### config.mk
export PLATFORM = sky130hd
export DESIGN_NAME = lrc_top
export DESIGN_NICKNAME = d
export VERILOG_FILES = /design/src/common/lrc_pkg.sv /design/src/common/lrc_ev_if.sv /design/src/hdl/lrc_top.sv /design/src/hdl/lrc_link_cap.sv
export SDC_FILE = /design/constraint.sdc
export NUM_CORES = 1
export LEC_CHECK = 0
export BUFFER_PORTS_ARGS = -buffer_cell sky130_fd_sc_hd__buf_2
export CAP_MARGIN = 25
export CORE_MARGIN = 2
export CORE_UTILIZATION = 48
export DETAILED_ROUTE_END_ITERATION = 10
export GPL_TIMING_DRIVEN = 0
export PLACE_DENSITY_LB_ADDON = 0.2
export SLEW_MARGIN = 20
export SYNTH_ARGS = -nofsm -noshare
export SYNTH_HDL_FRONTEND = slang
export SYNTH_HIERARCHICAL = 1
export SYNTH_SLANG_ARGS = --single-unit
### constraint.sdc
create_clock -name clk_i -period 3.25 [get_ports clk_i]
set_clock_uncertainty 0.05 [all_clocks]
set_input_delay 0 -clock clk_i [delete_from_list [all_inputs] [get_ports clk_i]]
set_output_delay 0 -clock clk_i [all_outputs]
set_load 0.01 [all_outputs]
### src/common/lrc_pkg.sv
// Purpose: Shared constants for the link retry control and status block.
// Assumes: Registers sit on a 32-bit classic Wishbone bus, one word each.
// Notes: Event indices number the link event pins and their captured pulses.
`default_nettype none
package lrc_pkg;
    // Register byte offsets.
    localparam logic [7:0] LRC_RETRY_OFS = 8'h00;
    localparam logic [7:0] LRC_CTRL_OFS = 8'h04;
    localparam logic [7:0] LRC_STAT_OFS = 8'h08;
    // Retry register field positions.
    localparam int LRC_CNT_LSB = 16;
    localparam int LRC_FLAG_LSB = 8;
    localparam int LRC_SHORT_LSB = 6;
    localparam int LRC_DIS_DATA_BIT = 3;
    localparam int LRC_DIS_ANY_BIT = 2;
    localparam int LRC_FORCE_BIT = 1;
    localparam int LRC_ARM_BIT = 0;
    // Flag positions inside the five-bit sticky group.
    localparam int LRC_F_RETRY = 0;
    localparam int LRC_F_WRAP = 1;
    localparam int LRC_F_STOMP = 2;
    localparam int LRC_F_INIT = 3;
    localparam int LRC_F_CORRUPT = 4;
    // Control and status register field positions.
    localparam int LRC_LIMIT_LSB = 0;
    localparam int LRC_FAST_BIT = 4;
    localparam int LRC_FAILED_BIT = 8;
    localparam int LRC_MODE_BIT = 9;
    localparam int LRC_LONG_BIT = 10;
    // Reset values and the counter maximum.
    localparam logic [1:0] LRC_SHORT_RST = 2'h3;
    localparam logic [2:0] LRC_LIMIT_RST = 3'h7;
    localparam logic [15:0] LRC_CNT_MAX = 16'hffff;
    // Link event indices.
    localparam int LRC_EV_TRAIN_FAIL = 0;
    localparam int LRC_EV_PKT_ERR = 1;
    localparam int LRC_EV_PKT_DATA = 2;
    localparam int LRC_EV_REMOTE = 3;
    localparam int LRC_EV_STOMP = 4;
    localparam int LRC_EV_INIT_FAIL = 5;
    localparam int LRC_EV_CORRUPT = 6;
    localparam int LRC_EV_TX_PKT = 7;
    localparam int LRC_EV_RETRY_OK = 8;
    localparam int LRC_EV_N = 9;
    // Retry phase of the link.
    typedef enum logic [1:0] {PH_IDLE, PH_SHORT, PH_LONG, PH_FAILED} lrc_phase_e;
endpackage
`default_nettype wire

### src/common/lrc_ev_if.sv
// Purpose: Carries captured link event pulses from the capture stage to the core.
// Assumes: Pulses are one core clock wide.
// Notes: Indices follow the event numbering of the package.
`default_nettype none
interface lrc_ev_if import lrc_pkg::*; ();
    logic [LRC_EV_N-1:0] pulse;
    modport cap (output pulse);
    modport core (input pulse);
endinterface
`default_nettype wire

### src/hdl/lrc_top.sv
// Purpose: Per-link retry control and status register with retry attempt tracking.
// Assumes: rst_i is the cold reset; warm_rst_i is a one-cycle warm reset pulse on clk_i.
// Notes: Link events arrive on the link clock and are captured by lrc_link_cap.
// Notes on behaviour
// - Sixteen-bit event counter, read-write, cold reset zero.
// - Each failed training attempt adds one.
// - Each packet error causing retry adds one.
// - Counter wraps at maximum and sets wrap flag.
// - Remote-started retries never advance the counter.
// - Sent corrupt-marked data sets bit twelve.
// - Reconnect initialization failure sets bit eleven.
// - Received stomped packet sets bit ten.
// - Any locally initiated retry sets bit eight.
// - Flags clear by writing one, cold reset zero.
// - Fast rate: budget sets short retries, then long.
// - Slow rate ignores the short retry budget.
// - Data retry disable acknowledges bad data packets.
// - Any retry disable acknowledges every bad packet.
// - Force bit corrupts one CRC, then self-clears.
// - Retry mode arm applies at next warm reset.
// - Attempt counter counts only local errors.
// - Link fails at limit plus one errors.
// - Without capability the register reads reserved.
//
// Chosen here: the address map and the Wishbone register port.
`default_nettype none
module lrc_top import lrc_pkg::*; #(
    parameter bit LINK_RETRY_CAP = 1'b1
) (
    // Clock and resets.
    input wire logic clk_i,
    input wire logic rst_i,
    input wire logic warm_rst_i,
    // Classic Wishbone slave.
    input wire logic wb_cyc_i,
    input wire logic wb_stb_i,
    input wire logic wb_we_i,
    input wire logic [7:0] wb_adr_i,
    input wire logic [3:0] wb_sel_i,
    input wire logic [31:0] wb_dat_i,
    output logic [31:0] wb_dat_o,
    output logic wb_ack_o,
    // Link pins.
    input wire logic link_clk_i,
    input wire logic [LRC_EV_N-1:0] link_ev_i,
    // Retry control towards the link sequencers.
    output logic retry_start_o,
    output logic ack_bad_o,
    output logic force_crc_o,
    output logic long_retry_o,
    output logic link_failed_o,
    output logic retry_mode_o
);
    lrc_ev_if ev_bus ();

    lrc_link_cap u_cap (
        .clk_i(clk_i),
        .rst_i(rst_i),
        .link_clk_i(link_clk_i),
        .link_ev_i(link_ev_i),
        .ev(ev_bus.cap)
    );

    // Byte-enable mask for a 32-bit word.
    function automatic logic [31:0] sel_mask(input logic [3:0] sel);
        sel_mask = {{8{sel[3]}}, {8{sel[2]}}, {8{sel[1]}}, {8{sel[0]}}};
    endfunction

    // Merge written bytes into an old value.
    function automatic logic [31:0] merge(input logic [31:0] old, input logic [31:0] wd, input logic [3:0] sel);
        merge = (old & ~sel_mask(sel)) | (wd & sel_mask(sel));
    endfunction

    logic [15:0] cnt, next_cnt;
    logic [4:0] flags, next_flags;
    logic [1:0] short_bud, next_short_bud;
    logic dis_data, next_dis_data;
    logic dis_any, next_dis_any;
    logic force_bit, next_force_bit;
    logic arm, next_arm;
    logic [2:0] limit, next_limit;
    logic fast, next_fast;
    logic [3:0] att, next_att;
    lrc_phase_e phase, next_phase;
    logic ack, next_ack;
    logic [31:0] rdat, next_rdat;
    logic mode_act, next_mode_act;
    logic start_q, next_start_q;
    logic ack_bad_q, next_ack_bad_q;
    logic force_q, next_force_q;
    logic long_q, next_long_q, failed_q, next_failed_q;

    logic [LRC_EV_N-1:0] ev;
    logic req, wr_ret, wr_ctrl, err_retry;
    logic [1:0] start_n;
    logic [16:0] cnt_sum;
    logic [3:0] att_sum;
    logic [31:0] ret_word, ctrl_word, stat_word, ret_new, ctrl_new;

    assign ev = ev_bus.pulse;
    assign req = wb_cyc_i && wb_stb_i && !ack;
    assign wr_ret = req && wb_we_i && wb_adr_i == LRC_RETRY_OFS && LINK_RETRY_CAP;
    assign wr_ctrl = req && wb_we_i && wb_adr_i == LRC_CTRL_OFS;

    // Read views of the three words.
    assign ret_word = {cnt, 3'h0, flags, short_bud, 2'h0, dis_data, dis_any, force_bit, arm};
    assign ctrl_word = {27'h0, fast, 1'b0, limit};
    assign stat_word = {21'h0, phase == PH_LONG, mode_act, phase == PH_FAILED, 4'h0, att};
    assign ret_new = merge(ret_word, wb_dat_i, wb_sel_i);
    assign ctrl_new = merge(ctrl_word, wb_dat_i, wb_sel_i);

    // Retry decision for one captured packet error; remote retries never enter here.
    always_comb begin
        err_retry = ev[LRC_EV_PKT_ERR] && !dis_any
            && !(dis_data && ev[LRC_EV_PKT_DATA]);
        start_n = {1'b0, ev[LRC_EV_TRAIN_FAIL]} + {1'b0, err_retry};
    end

    // Event counter, sticky flags and software fields.
    always_comb begin
        next_cnt = wr_ret ? ret_new[31:16] : cnt;
        cnt_sum = {1'b0, next_cnt} + {15'h0, start_n};
        next_cnt = cnt_sum[15:0];
        next_flags = flags;
        if (wr_ret) begin
            next_flags = flags & ~(wb_dat_i[12:8] & {5{wb_sel_i[1]}});
        end
        next_flags[LRC_F_RETRY] = next_flags[LRC_F_RETRY] | (start_n != 2'h0);
        next_flags[LRC_F_WRAP] = next_flags[LRC_F_WRAP] | cnt_sum[16];
        next_flags[LRC_F_STOMP] = next_flags[LRC_F_STOMP] | ev[LRC_EV_STOMP];
        next_flags[LRC_F_INIT] = next_flags[LRC_F_INIT] | ev[LRC_EV_INIT_FAIL];
        next_flags[LRC_F_CORRUPT] = next_flags[LRC_F_CORRUPT] | ev[LRC_EV_CORRUPT];
        next_short_bud = wr_ret ? ret_new[7:6] : short_bud;
        next_dis_data = wr_ret ? ret_new[LRC_DIS_DATA_BIT] : dis_data;
        next_dis_any = wr_ret ? ret_new[LRC_DIS_ANY_BIT] : dis_any;
        next_arm = wr_ret ? ret_new[LRC_ARM_BIT] : arm;
        next_limit = wr_ctrl ? ctrl_new[2:0] : limit;
        next_fast = wr_ctrl ? ctrl_new[LRC_FAST_BIT] : fast;
        // Injection clears the force bit; a write in the same cycle stands.
        next_force_q = force_bit && ev[LRC_EV_TX_PKT];
        next_force_bit = next_force_q ? 1'b0 : force_bit;
        if (wr_ret) begin
            next_force_bit = ret_new[LRC_FORCE_BIT];
        end
    end

    // Retry attempt tracking: short and long phases and link failure.
    always_comb begin
        att_sum = att + {2'h0, start_n};
        next_att = att;
        next_phase = phase;
        next_mode_act = mode_act;
        next_ack_bad_q = ev[LRC_EV_PKT_ERR] && !err_retry;
        if (warm_rst_i) begin
            next_mode_act = arm;
            next_att = 4'h0;
            next_phase = PH_IDLE;
        end else if (phase != PH_FAILED && start_n != 2'h0) begin
            next_att = att_sum;
            if (att_sum > {1'b0, limit}) begin
                next_phase = PH_FAILED;
            end else if (fast && att_sum > {2'h0, short_bud}) begin
                next_phase = PH_LONG;
            end else begin
                next_phase = PH_SHORT;
            end
        end else if (phase != PH_FAILED && ev[LRC_EV_RETRY_OK]) begin
            next_att = 4'h0;
            next_phase = PH_IDLE;
        end
        // The error that fails the link starts no further retry attempt.
        next_start_q = (start_n != 2'h0) && next_phase != PH_FAILED;
        next_long_q = next_phase == PH_LONG;
        next_failed_q = next_phase == PH_FAILED;
    end

    // Bus answer: one cycle after the request, zero for unmapped words.
    always_comb begin
        next_ack = req;
        next_rdat = 32'h0;
        if (req && !wb_we_i) begin
            case (wb_adr_i)
                LRC_RETRY_OFS: next_rdat = LINK_RETRY_CAP ? ret_word : 32'h0;
                LRC_CTRL_OFS: next_rdat = ctrl_word;
                LRC_STAT_OFS: next_rdat = stat_word;
                default: next_rdat = 32'h0;
            endcase
        end
    end

    // State registers.
    always_ff @(posedge clk_i) begin
        if (rst_i) begin
            cnt <= 16'h0;
            flags <= 5'h0;
            short_bud <= LRC_SHORT_RST;
            dis_data <= 1'b0;
            dis_any <= 1'b0;
            force_bit <= 1'b0;
            arm <= 1'b0;
            limit <= LRC_LIMIT_RST;
            fast <= 1'b0;
            att <= 4'h0;
            phase <= PH_IDLE;
            ack <= 1'b0;
            rdat <= 32'h0;
            mode_act <= 1'b0;
            start_q <= 1'b0;
            ack_bad_q <= 1'b0;
            force_q <= 1'b0;
            long_q <= 1'b0;
            failed_q <= 1'b0;
        end else begin
            cnt <= next_cnt;
            flags <= next_flags;
            short_bud <= next_short_bud;
            dis_data <= next_dis_data;
            dis_any <= next_dis_any;
            force_bit <= next_force_bit;
            arm <= next_arm;
            limit <= next_limit;
            fast <= next_fast;
            att <= next_att;
            phase <= next_phase;
            ack <= next_ack;
            rdat <= next_rdat;
            mode_act <= next_mode_act;
            start_q <= next_start_q;
            ack_bad_q <= next_ack_bad_q;
            force_q <= next_force_q;
            long_q <= next_long_q;
            failed_q <= next_failed_q;
        end
    end

    // Outputs straight from flip-flops.
    assign wb_ack_o = ack;
    assign wb_dat_o = rdat;
    assign retry_start_o = start_q;
    assign ack_bad_o = ack_bad_q;
    assign force_crc_o = force_q;
    assign long_retry_o = long_q;
    assign link_failed_o = failed_q;
    assign retry_mode_o = mode_act;
endmodule
`default_nettype wire

### src/hdl/lrc_link_cap.sv
// Purpose: Samples the link clock and event pins and turns link-clock edges into core pulses.
// Assumes: Link clock is far slower than clk_i, so one core cycle per link edge is enough.
// Notes: Events are levels that the link side holds across one link clock rising edge.
`default_nettype none
module lrc_link_cap import lrc_pkg::*; (
    // Core clock and reset.
    input wire logic clk_i,
    input wire logic rst_i,
    // Link side pins.
    input wire logic link_clk_i,
    input wire logic [LRC_EV_N-1:0] link_ev_i,
    // Captured pulses.
    lrc_ev_if.cap ev
);
    logic [LRC_EV_N:0] meta;
    logic [LRC_EV_N:0] sync;
    logic clk_prev;
    logic [LRC_EV_N-1:0] pulse;
    logic [LRC_EV_N:0] next_meta;
    logic [LRC_EV_N:0] next_sync;
    logic next_clk_prev;
    logic [LRC_EV_N-1:0] next_pulse;

    // Two-stage synchroniser; only the second stage is read by the edge logic.
    always_comb begin
        next_meta = {link_clk_i, link_ev_i};
        next_sync = meta;
        next_clk_prev = sync[LRC_EV_N];
        next_pulse = '0;
        if (sync[LRC_EV_N] && !clk_prev) begin
            next_pulse = sync[LRC_EV_N-1:0];
        end
    end

    // State registers.
    always_ff @(posedge clk_i) begin
        if (rst_i) begin
            meta <= '0;
            sync <= '0;
            clk_prev <= 1'b0;
            pulse <= '0;
        end else begin
            meta <= next_meta;
            sync <= next_sync;
            clk_prev <= next_clk_prev;
            pulse <= next_pulse;
        end
    end

    assign ev.pulse = pulse;
endmodule
`default_nettype wire

==> results.md, run 1 <==
- Share of the clock period used by the worst path after layout: between 90% and 100%
- GRT Total Usage: about a fifth
- Maximum operating frequency: about 330 MHz
- Insertion delay to the later sink of the worst-skew pair: between 0.3 and 0.4 ns
- Fraction of final layout cells sized beyond drive strength 1: roughly a quarter
- Required time of the critical path: between 3 and 4 ns
- Vertical extent of the die: around 96 um
- First-pass iteration count of the detailed router: 5
- Buffers from clock root to sink, at most: 2
- Final weighted congestion in routability-driven placement: just under 0.9
- Ratio of total power to cell area: a little over 400 nW/um^2
- Data arrival time of the critical path: between 3 and 4 ns
- Post-route core utilization: 64.2%
- Endpoint of the lowest-slack register-to-register path: long_retry_o
- Post-layout worst setup margin: between 0.15 and 0.2 ns
- End of the critical path: long_retry_o
- # Max-Cap Violations: 0
- Hold violation total from the final report: 0
- Overall die width: about 96 um
- Register-to-register setup slack: just under 0.2 ns
- Initial Util: about half
- Vias in the first global route: 3,127
- Post-route insts no fill: between 600 and 700
- Cell area after layout: 5300 um^2
- CTS tree: done
- Starting DRT DRC Count: between 100 and 150
- Count of vias placed by the detailed router: 3,409
- Ratio of routed vias to standard cells: roughly 5
- Status: finished clean
- Slew of the pin with the lowest slew margin: approximately 0.66 ns
- Cell area after placement: 4680 um^2
- Hold_ws: about 0.013 ns
- Worst-path clk slew: around 0.090 ns
- CP Class: reg2reg
- DRC violation count after routing: 0
- Total power consumption of the routed design: roughly 2.2 mW
- Quantity of I/O buffers inserted on ports: 89
- Setup tns final: 0 ns
- Worst hold start: wb_dat_i[25]
- Initial antenna violation count: 0
- Maximum number of pins on one net before global-route repair: 16
- Critical Path Fanout Max: 3
- Count of final setup violators: 0
- Worst supply voltage drop on vdd: 0.256 mV
- Area growth, synth to finish: 29.4%
- Cell Area, Synth: a little over 4000 um^2
- Net total in the final layout: between 600 and 700
- # rows: 33
- Type of the tightest min-delay check: in2reg
- Number of clock sinks: 99
- Die Area: slightly above 9000 um^2
- # H-tree levels: 3
- Synthesized instance count: between 400 and 500
- Global route total overflow: 0
- Worst rel slew slack: between 50 and 60%
- Wire length of the first global-routing pass: ~15 mm
- DR WL/cell: about 14 um
- Synthesis warning total: 6
- Clock buffer count from CTS: 9
- Max-slew violation count: 0
- Count of nets left with antenna violations after detail routing: 0
- Sort of element at the start of the critical path: flip-flop
- Cell count after placement: just over 600
- Leak Pwr: approximately 2.3 nW
- Number of antenna repair diodes: 0
- Ports placed on the boundary: 99
- Sum of net half-perimeters after detailed placement: between 6 and 7 mm
- Final Critical Period: 3.05 ns
- Mean area per synthesized cell: just under 10 um^2
- Worst reg2reg path depth: 12
- Kind of end point of the critical path: flip-flop
- Buffer type at the clock tree root: sky130_fd_sc_hd__clkbuf_8
- Detailed-route wire length: around 9.5 mm
- Dpl ws: -0.210 ns
- Placeable core region: between 8000 and 9000 um^2
[critical path, stage by stage, from the launching register on]
cell	delay, ns
sky130_fd_sc_hd__dfxtp_1	0.36
sky130_fd_sc_hd__a211oi_2	0.24
sky130_fd_sc_hd__inv_1	0.11
sky130_fd_sc_hd__ha_4	0.31
sky130_fd_sc_hd__ha_1	0.19
sky130_fd_sc_hd__fa_2	0.48
sky130_fd_sc_hd__ha_1	0.31
sky130_fd_sc_hd__nor2b_1	0.13
sky130_fd_sc_hd__a2bb2oi_1	0.18
sky130_fd_sc_hd__o21ai_1	0.12
sky130_fd_sc_hd__nand3b_1	0.20
sky130_fd_sc_hd__a22oi_2	0.18
sky130_fd_sc_hd__nor2b_1	0.14
[cells in the final DEF (no fill, tap or decap), types with 3 or more instances in the layout]
| master | n |
|---|---|
| sky130_fd_sc_hd__inv_1 | 11 |
| sky130_fd_sc_hd__buf_1 | 3 |
| sky130_fd_sc_hd__and4_1 | 5 |
| sky130_fd_sc_hd__and2_1 | 19 |
| sky130_fd_sc_hd__dlygate4sd3_1 | 35 |
| sky130_fd_sc_hd__buf_2 | 93 |
| sky130_fd_sc_hd__dfxtp_1 | 99 |
| sky130_fd_sc_hd__nor3_1 | 8 |
| sky130_fd_sc_hd__mux2_2 | 6 |
| sky130_fd_sc_hd__nand3_1 | 16 |
| sky130_fd_sc_hd__buf_4 | 6 |
| sky130_fd_sc_hd__clkbuf_1 | 7 |
| sky130_fd_sc_hd__and4bb_2 | 8 |
| sky130_fd_sc_hd__xnor2_1 | 9 |
| sky130_fd_sc_hd__and3_1 | 3 |
| sky130_fd_sc_hd__mux2i_1 | 22 |
| sky130_fd_sc_hd__o211ai_1 | 4 |
| sky130_fd_sc_hd__nor2_1 | 39 |
| sky130_fd_sc_hd__nand3b_1 | 4 |
| sky130_fd_sc_hd__a21oi_1 | 20 |
| sky130_fd_sc_hd__nand4_1 | 8 |
| sky130_fd_sc_hd__ha_1 | 10 |
| sky130_fd_sc_hd__clkbuf_8 | 12 |
| sky130_fd_sc_hd__nor2b_1 | 26 |
| sky130_fd_sc_hd__nand2_1 | 33 |
| sky130_fd_sc_hd__conb_1 | 4 |
| sky130_fd_sc_hd__xor2_1 | 8 |
[area by class of cell]
cell class,instances,area (um^2)
Timing Repair Buffer,126,811
Tap cell,105,131
Fill cell,713,2960
Multi-Input combinational cell,291,2000
Sequential cell,99,1980
Inverter,11,41.3
Clock inverter,3,45.0
Buffer,20,114
Clock buffer,13,169
[timing repair]
action                                  4_1_cts  5_1_grt
endpoints found under the setup margin        7       14
cloned                                        0        0
buffers inserted                              0        2
pin swaps                                     0        3
hold buffers                                 35        0
resized for setup                             5        5
endpoints found under the hold margin        38        0
[registers in the layout (all words and copies together), names as in the netlist, 2 cells and up, named ones only]
name	cells
att	4
u_cap/ev.pulse	8
u_cap/meta	9
u_cap/sync	9
phase	2
wb_dat_o	28
flags	5
cnt	16
[layer usage]
metal / GRT usage, % / up-vias / routed length [um]
li1: - / 1700 / -
met1: 27.1 / 1577 / 4240
met2: 34.2 / 112 / 4440
met3: 3.21 / 20 / 564
met4: 11.6 / 0 / 242
met5: 0 / - / 0
[worst min path at each step]
stage / endpoint / depth (start not counted) / slack (ns)
after floorplan: flip-flop / 1 / 0.07
after global placement: u_cap/meta[9] / 2 / 0.16
after detailed placement: u_cap/meta[5] / 2 / 0.16
after CTS: wb_dat_o[4] / 4 / 0.0009
after global routing: u_cap/meta[5] / 3 / 0.02
final: cnt[9] / 4 / 0.01
[power breakdown]
part	switching [mW]	leakage (nW)	internal [mW]	total, mW
registers	0.00402	0.802	1.22	1.23
clock network	0.411	0.102	0.419	0.831
logic	0.0644	1.36	0.0762	0.141
No activity file was read; power rests on OpenSTA's default activity.
==> inputs of run 2 (changes only) <==
--- a/config.mk
+++ b/config.mk
@@ -7,8 +7,9 @@
 export LEC_CHECK = 0
 export BUFFER_PORTS_ARGS = -buffer_cell sky130_fd_sc_hd__buf_2
 export CAP_MARGIN = 25
-export CORE_MARGIN = 2
-export CORE_UTILIZATION = 48
+export CORE_MARGIN = 1
+export CORE_UTILIZATION = 50
+export CTS_BUF_LIST = sky130_fd_sc_hd__clkbuf_8
 export DETAILED_ROUTE_END_ITERATION = 10
 export GPL_TIMING_DRIVEN = 0
 export PLACE_DENSITY_LB_ADDON = 0.2
==> constraint.sdc (replaced) <==
create_clock -name clk_i -period 3.25 [get_ports clk_i]
set_clock_uncertainty 0.05 [all_clocks]
set_input_delay 0 -clock clk_i [delete_from_list [all_inputs] [get_ports clk_i]]
set_output_delay 0 -clock clk_i [all_outputs]
set_load 0.1 [all_outputs]
==> results.md, run 2 (synthesized netlist as in run 1, its figures left out) <==
- Status: finished clean (unchanged)
- Worst hold start: wb_dat_i[18] (was wb_dat_i[25])
- Most frequent standard cell in the layout excluding fill and tap cells: sky130_fd_sc_hd__dfxtp_1 (unchanged)
- Count of nets left with antenna violations after detail routing: 0 (unchanged)
- Wire length of the first global-routing pass: 15.1 mm (was 14.7 mm)
- DRC violation count after routing: 0 (unchanged)
- CP Class: reg2reg (unchanged)
- Ratio of routed vias to standard cells: 5.24 (was 5.10)
- Vias in the first global route: 3,218 (was 3,127)
- Fraction of final layout cells sized beyond drive strength 1: 25.8% (was 25.6%)
- Total power consumption of the routed design: 2.35 mW (was 2.20 mW)
- Commonest non-fill, non-tap cells in the layout: 98 x sky130_fd_sc_hd__dfxtp_1, 93 x sky130_fd_sc_hd__buf_2, 39 x sky130_fd_sc_hd__nor2_1 (was 99 x sky130_fd_sc_hd__dfxtp_1, 93 x sky130_fd_sc_hd__buf_2, 39 x sky130_fd_sc_hd__nor2_1)
- Worst-path clk slew: 0.10 ns (was 0.09 ns)
- Buffers from clock root to sink, at most: 2 (unchanged)
- Critical Path Fanout Max: 3 (unchanged)
- Register-to-register setup slack: 0.15 ns (was 0.20 ns)
- Count of vias placed by the detailed router: 3,481 (was 3,409)
- Sequential standard cell area: 1980 um^2 (about the same)
- Ratio of total power to cell area: 442 nW/um^2 (was 415 nW/um^2)
- Hold_ws: 0.0156 ns (was 0.0127 ns)
- Number of clock sinks: 99 (unchanged)
- Maximum number of pins on one net before global-route repair: 18 (was 16)
- Area used by multi-input combinational logic: 2000 um^2 (about the same)
- Data arrival time of the critical path: 3.36 ns (was 3.31 ns)
- Count of cells along the worst hold path: 4 (unchanged)
- Post-route insts no fill: 664 (was 668)
- Cell count after placement: 613 (was 616)
- Overall die width: 92.5 um (was 96.3 um)
- Delay of the slowest cell on the worst path: 0.48 ns (about the same)
- Leak Pwr: 2.28 nW (was 2.26 nW)
- # Max-Cap Violations: 0 (unchanged)
- Seq pwr share: 52.4% (was 55.8%)
- Insertion delay to the later sink of the worst-skew pair: 0.36 ns (was 0.37 ns)
- GRT Total Usage: 22.7% (was 21.2%)
- Cell-by-cell trace of the critical path: a211oi_2 > inv_1 > ha_4 > ha_1 > fa_1 > ha_1 > nor2b_1 > a2bb2oi_1 > o21ai_0 > nand3b_1 > a22oi_2 > nor2b_1 (was a211oi_2 > inv_1 > ha_4 > ha_1 > fa_2 > ha_1 > nor2b_1 > a2bb2oi_1 > o21ai_1 > nand3b_1 > a22oi_2 > nor2b_1)
- Quantity of I/O buffers inserted on ports: 89 (unchanged)
- Sum of net half-perimeters after detailed placement: 6.60 mm (was 6.81 mm)
- Final Critical Period: 3.10 ns (was 3.05 ns)
- # H-tree levels: 3 (unchanged)
- Kind of end point of the critical path: flip-flop (unchanged)
- Area growth, synth to finish: 29.8% (was 29.4%)
- Worst rel slew slack: 56.4% (was 54.7%)
- Net switching power: 0.529 mW (was 0.480 mW)
- CTS tree: done (unchanged)
- Starting DRT DRC Count: 180 (was 149)
- Critical-path cell with the highest stage delay: sky130_fd_sc_hd__fa_1 (was sky130_fd_sc_hd__fa_2)
- Slew of the pin with the lowest slew margin: 0.635 ns (was 0.660 ns)
- Placeable core region: 7810 um^2 (was 8260 um^2)
- Design internal power: 1.82 mW (was 1.72 mW)
- Sort of element at the start of the critical path: flip-flop (unchanged)
- Initial Util: 52.4% (was 49.6%)
- Final weighted congestion in routability-driven placement: 0.878 (was 0.893)
- Net total in the final layout: 630 (was 631)
- Ports placed on the boundary: 99 (unchanged)
- Required time of the critical path: 3.51 ns (about the same)
- Number of flip-flops in the largest register: 28 (unchanged)
- Count of final setup violators: 0 (unchanged)
- Type of the tightest min-delay check: in2reg (unchanged)
- First-pass iteration count of the detailed router: 4 (was 5)
- Hold violation total from the final report: 0 (unchanged)
- Initial antenna violation count: 0 (unchanged)
- Max-slew violation count: 0 (unchanged)
- Number of antenna repair diodes: 0 (unchanged)
- Buffer type at the clock tree root: sky130_fd_sc_hd__clkbuf_8 (unchanged)
- Endpoint of the lowest-slack register-to-register path: long_retry_o (unchanged)
- Worst supply voltage drop on vdd: 0.301 mV (was 0.256 mV)
- Post-route core utilization: 68.1% (was 64.2%)
- Destination of the worst hold path: cnt[2] (was cnt[9])
- Clock share of power: 40.7% (was 37.8%)
- Maximum operating frequency: 323 MHz (was 328 MHz)
- Detailed-route wire length: 9.47 mm (was 9.49 mm)
- DR WL/cell: 14.3 um (was 14.2 um)
- Share of the clock period used by the worst path after layout: 95.4% (was 93.9%)
- Worst reg2reg path depth: 12 (unchanged)
- Clock buffer count from CTS: 9 (unchanged)
- Die Area: 8550 um^2 (was 9280 um^2)
- Vertical extent of the die: 92.5 um (was 96.3 um)
- Global route total overflow: 0 (unchanged)
- Sw frac: 22.5% (was 21.8%)
- Part of the power in combinational logic: 6.9% (was 6.4%)
- # rows: 32 (was 33)
- Number of inserted filler cells in the final layout: 659 (was 713)
[run 2: changes by cell type in the layout (fill, tap and decap cells not counted), sizes merged]
| cell | change |
|---|---|
| clkbuf | -4 |
| bufinv | +2 |
| clkinv | +2 |
| clkinvlp | -2 |
| inv | +2 |
| dlygate4sd3 | -1 |
[run 2: routing by layer]
metal  vias up  global-route usage [%]  wire length (um)
li1       1707                       -                 -
met1      1636                    28.5              4230
met2       122                    38.6              4560
met3        16                    3.86               520
met4         0                    8.59               163
met5         -                       0                 0
[run 2: worst max path at each step]
stage,end,from,slack [ns],depth (start not counted)
finish,long_retry_o,flip-flop,0.15,12
global route,long_retry_o,flip-flop,-0.03,12
CTS,long_retry_o,u_cap/ev.pulse[1],0.0006,13
detailed placement,long_retry_o,u_cap/ev.pulse[1],-0.19,13
global placement,long_retry_o,u_cap/ev.pulse[1],-0.15,13
floorplan,cnt[5],wb_ack_o,0.10,11
[run 2: layout make-up]
type	instances	area share (%)
Multi-Input combinational cell	291	37.7
Buffer	20	2.14
Timing Repair Buffer	125	15.1
Inverter	11	0.777
Tap cell	102	2.40
Sequential cell	99	37.3
Clock buffer	9	2.33
Clock inverter	7	2.28
[run 2: critical path, delay by kind of cell, from the launching register on]
kind	cells	cell delay, ns
adders and majority gates	4	1.30
DFF	1	0.35
and+or+nand+nor	3	0.50
buffers and inverters	1	0.12
AOI/OAI and AO/OA	4	0.74
[run 2: per-stage QoR]
stage,TNS (ns),worst slack [ns],cell area (um^2)
final,0,0.150,5310
after global routing,-0.0518,-0.0273,5310
after CTS,0,0.000582,5280
after detailed placement,-0.812,-0.194,4680
after global placement,-0.454,-0.152,4680
after floorplan,0,0.101,4110
[run 2: power groups by stage]
| stage | Sequential [mW] | Clock [mW] | Combinational [mW] |
|---|---|---|---|
| 2_1_floorplan | 1.26 | 0 | 0.0666 |
| 3_3_place_gp | 1.26 | 0 | 0.127 |
| 3_5_place_dp | 1.26 | 0 | 0.128 |
| 4_1_cts | 1.23 | 0.968 | 0.160 |
| 5_1_grt | 1.23 | 1.01 | 0.175 |
| 6_report | 1.23 | 0.955 | 0.163 |
[run 2: timing repair]
item	CTS	global route
hold buffers	34	0
endpoints found under the setup margin	8	13
hold endpoints to repair	37	0
pin swaps	0	3
buffers inserted	0	2
gates resized for setup	4	4
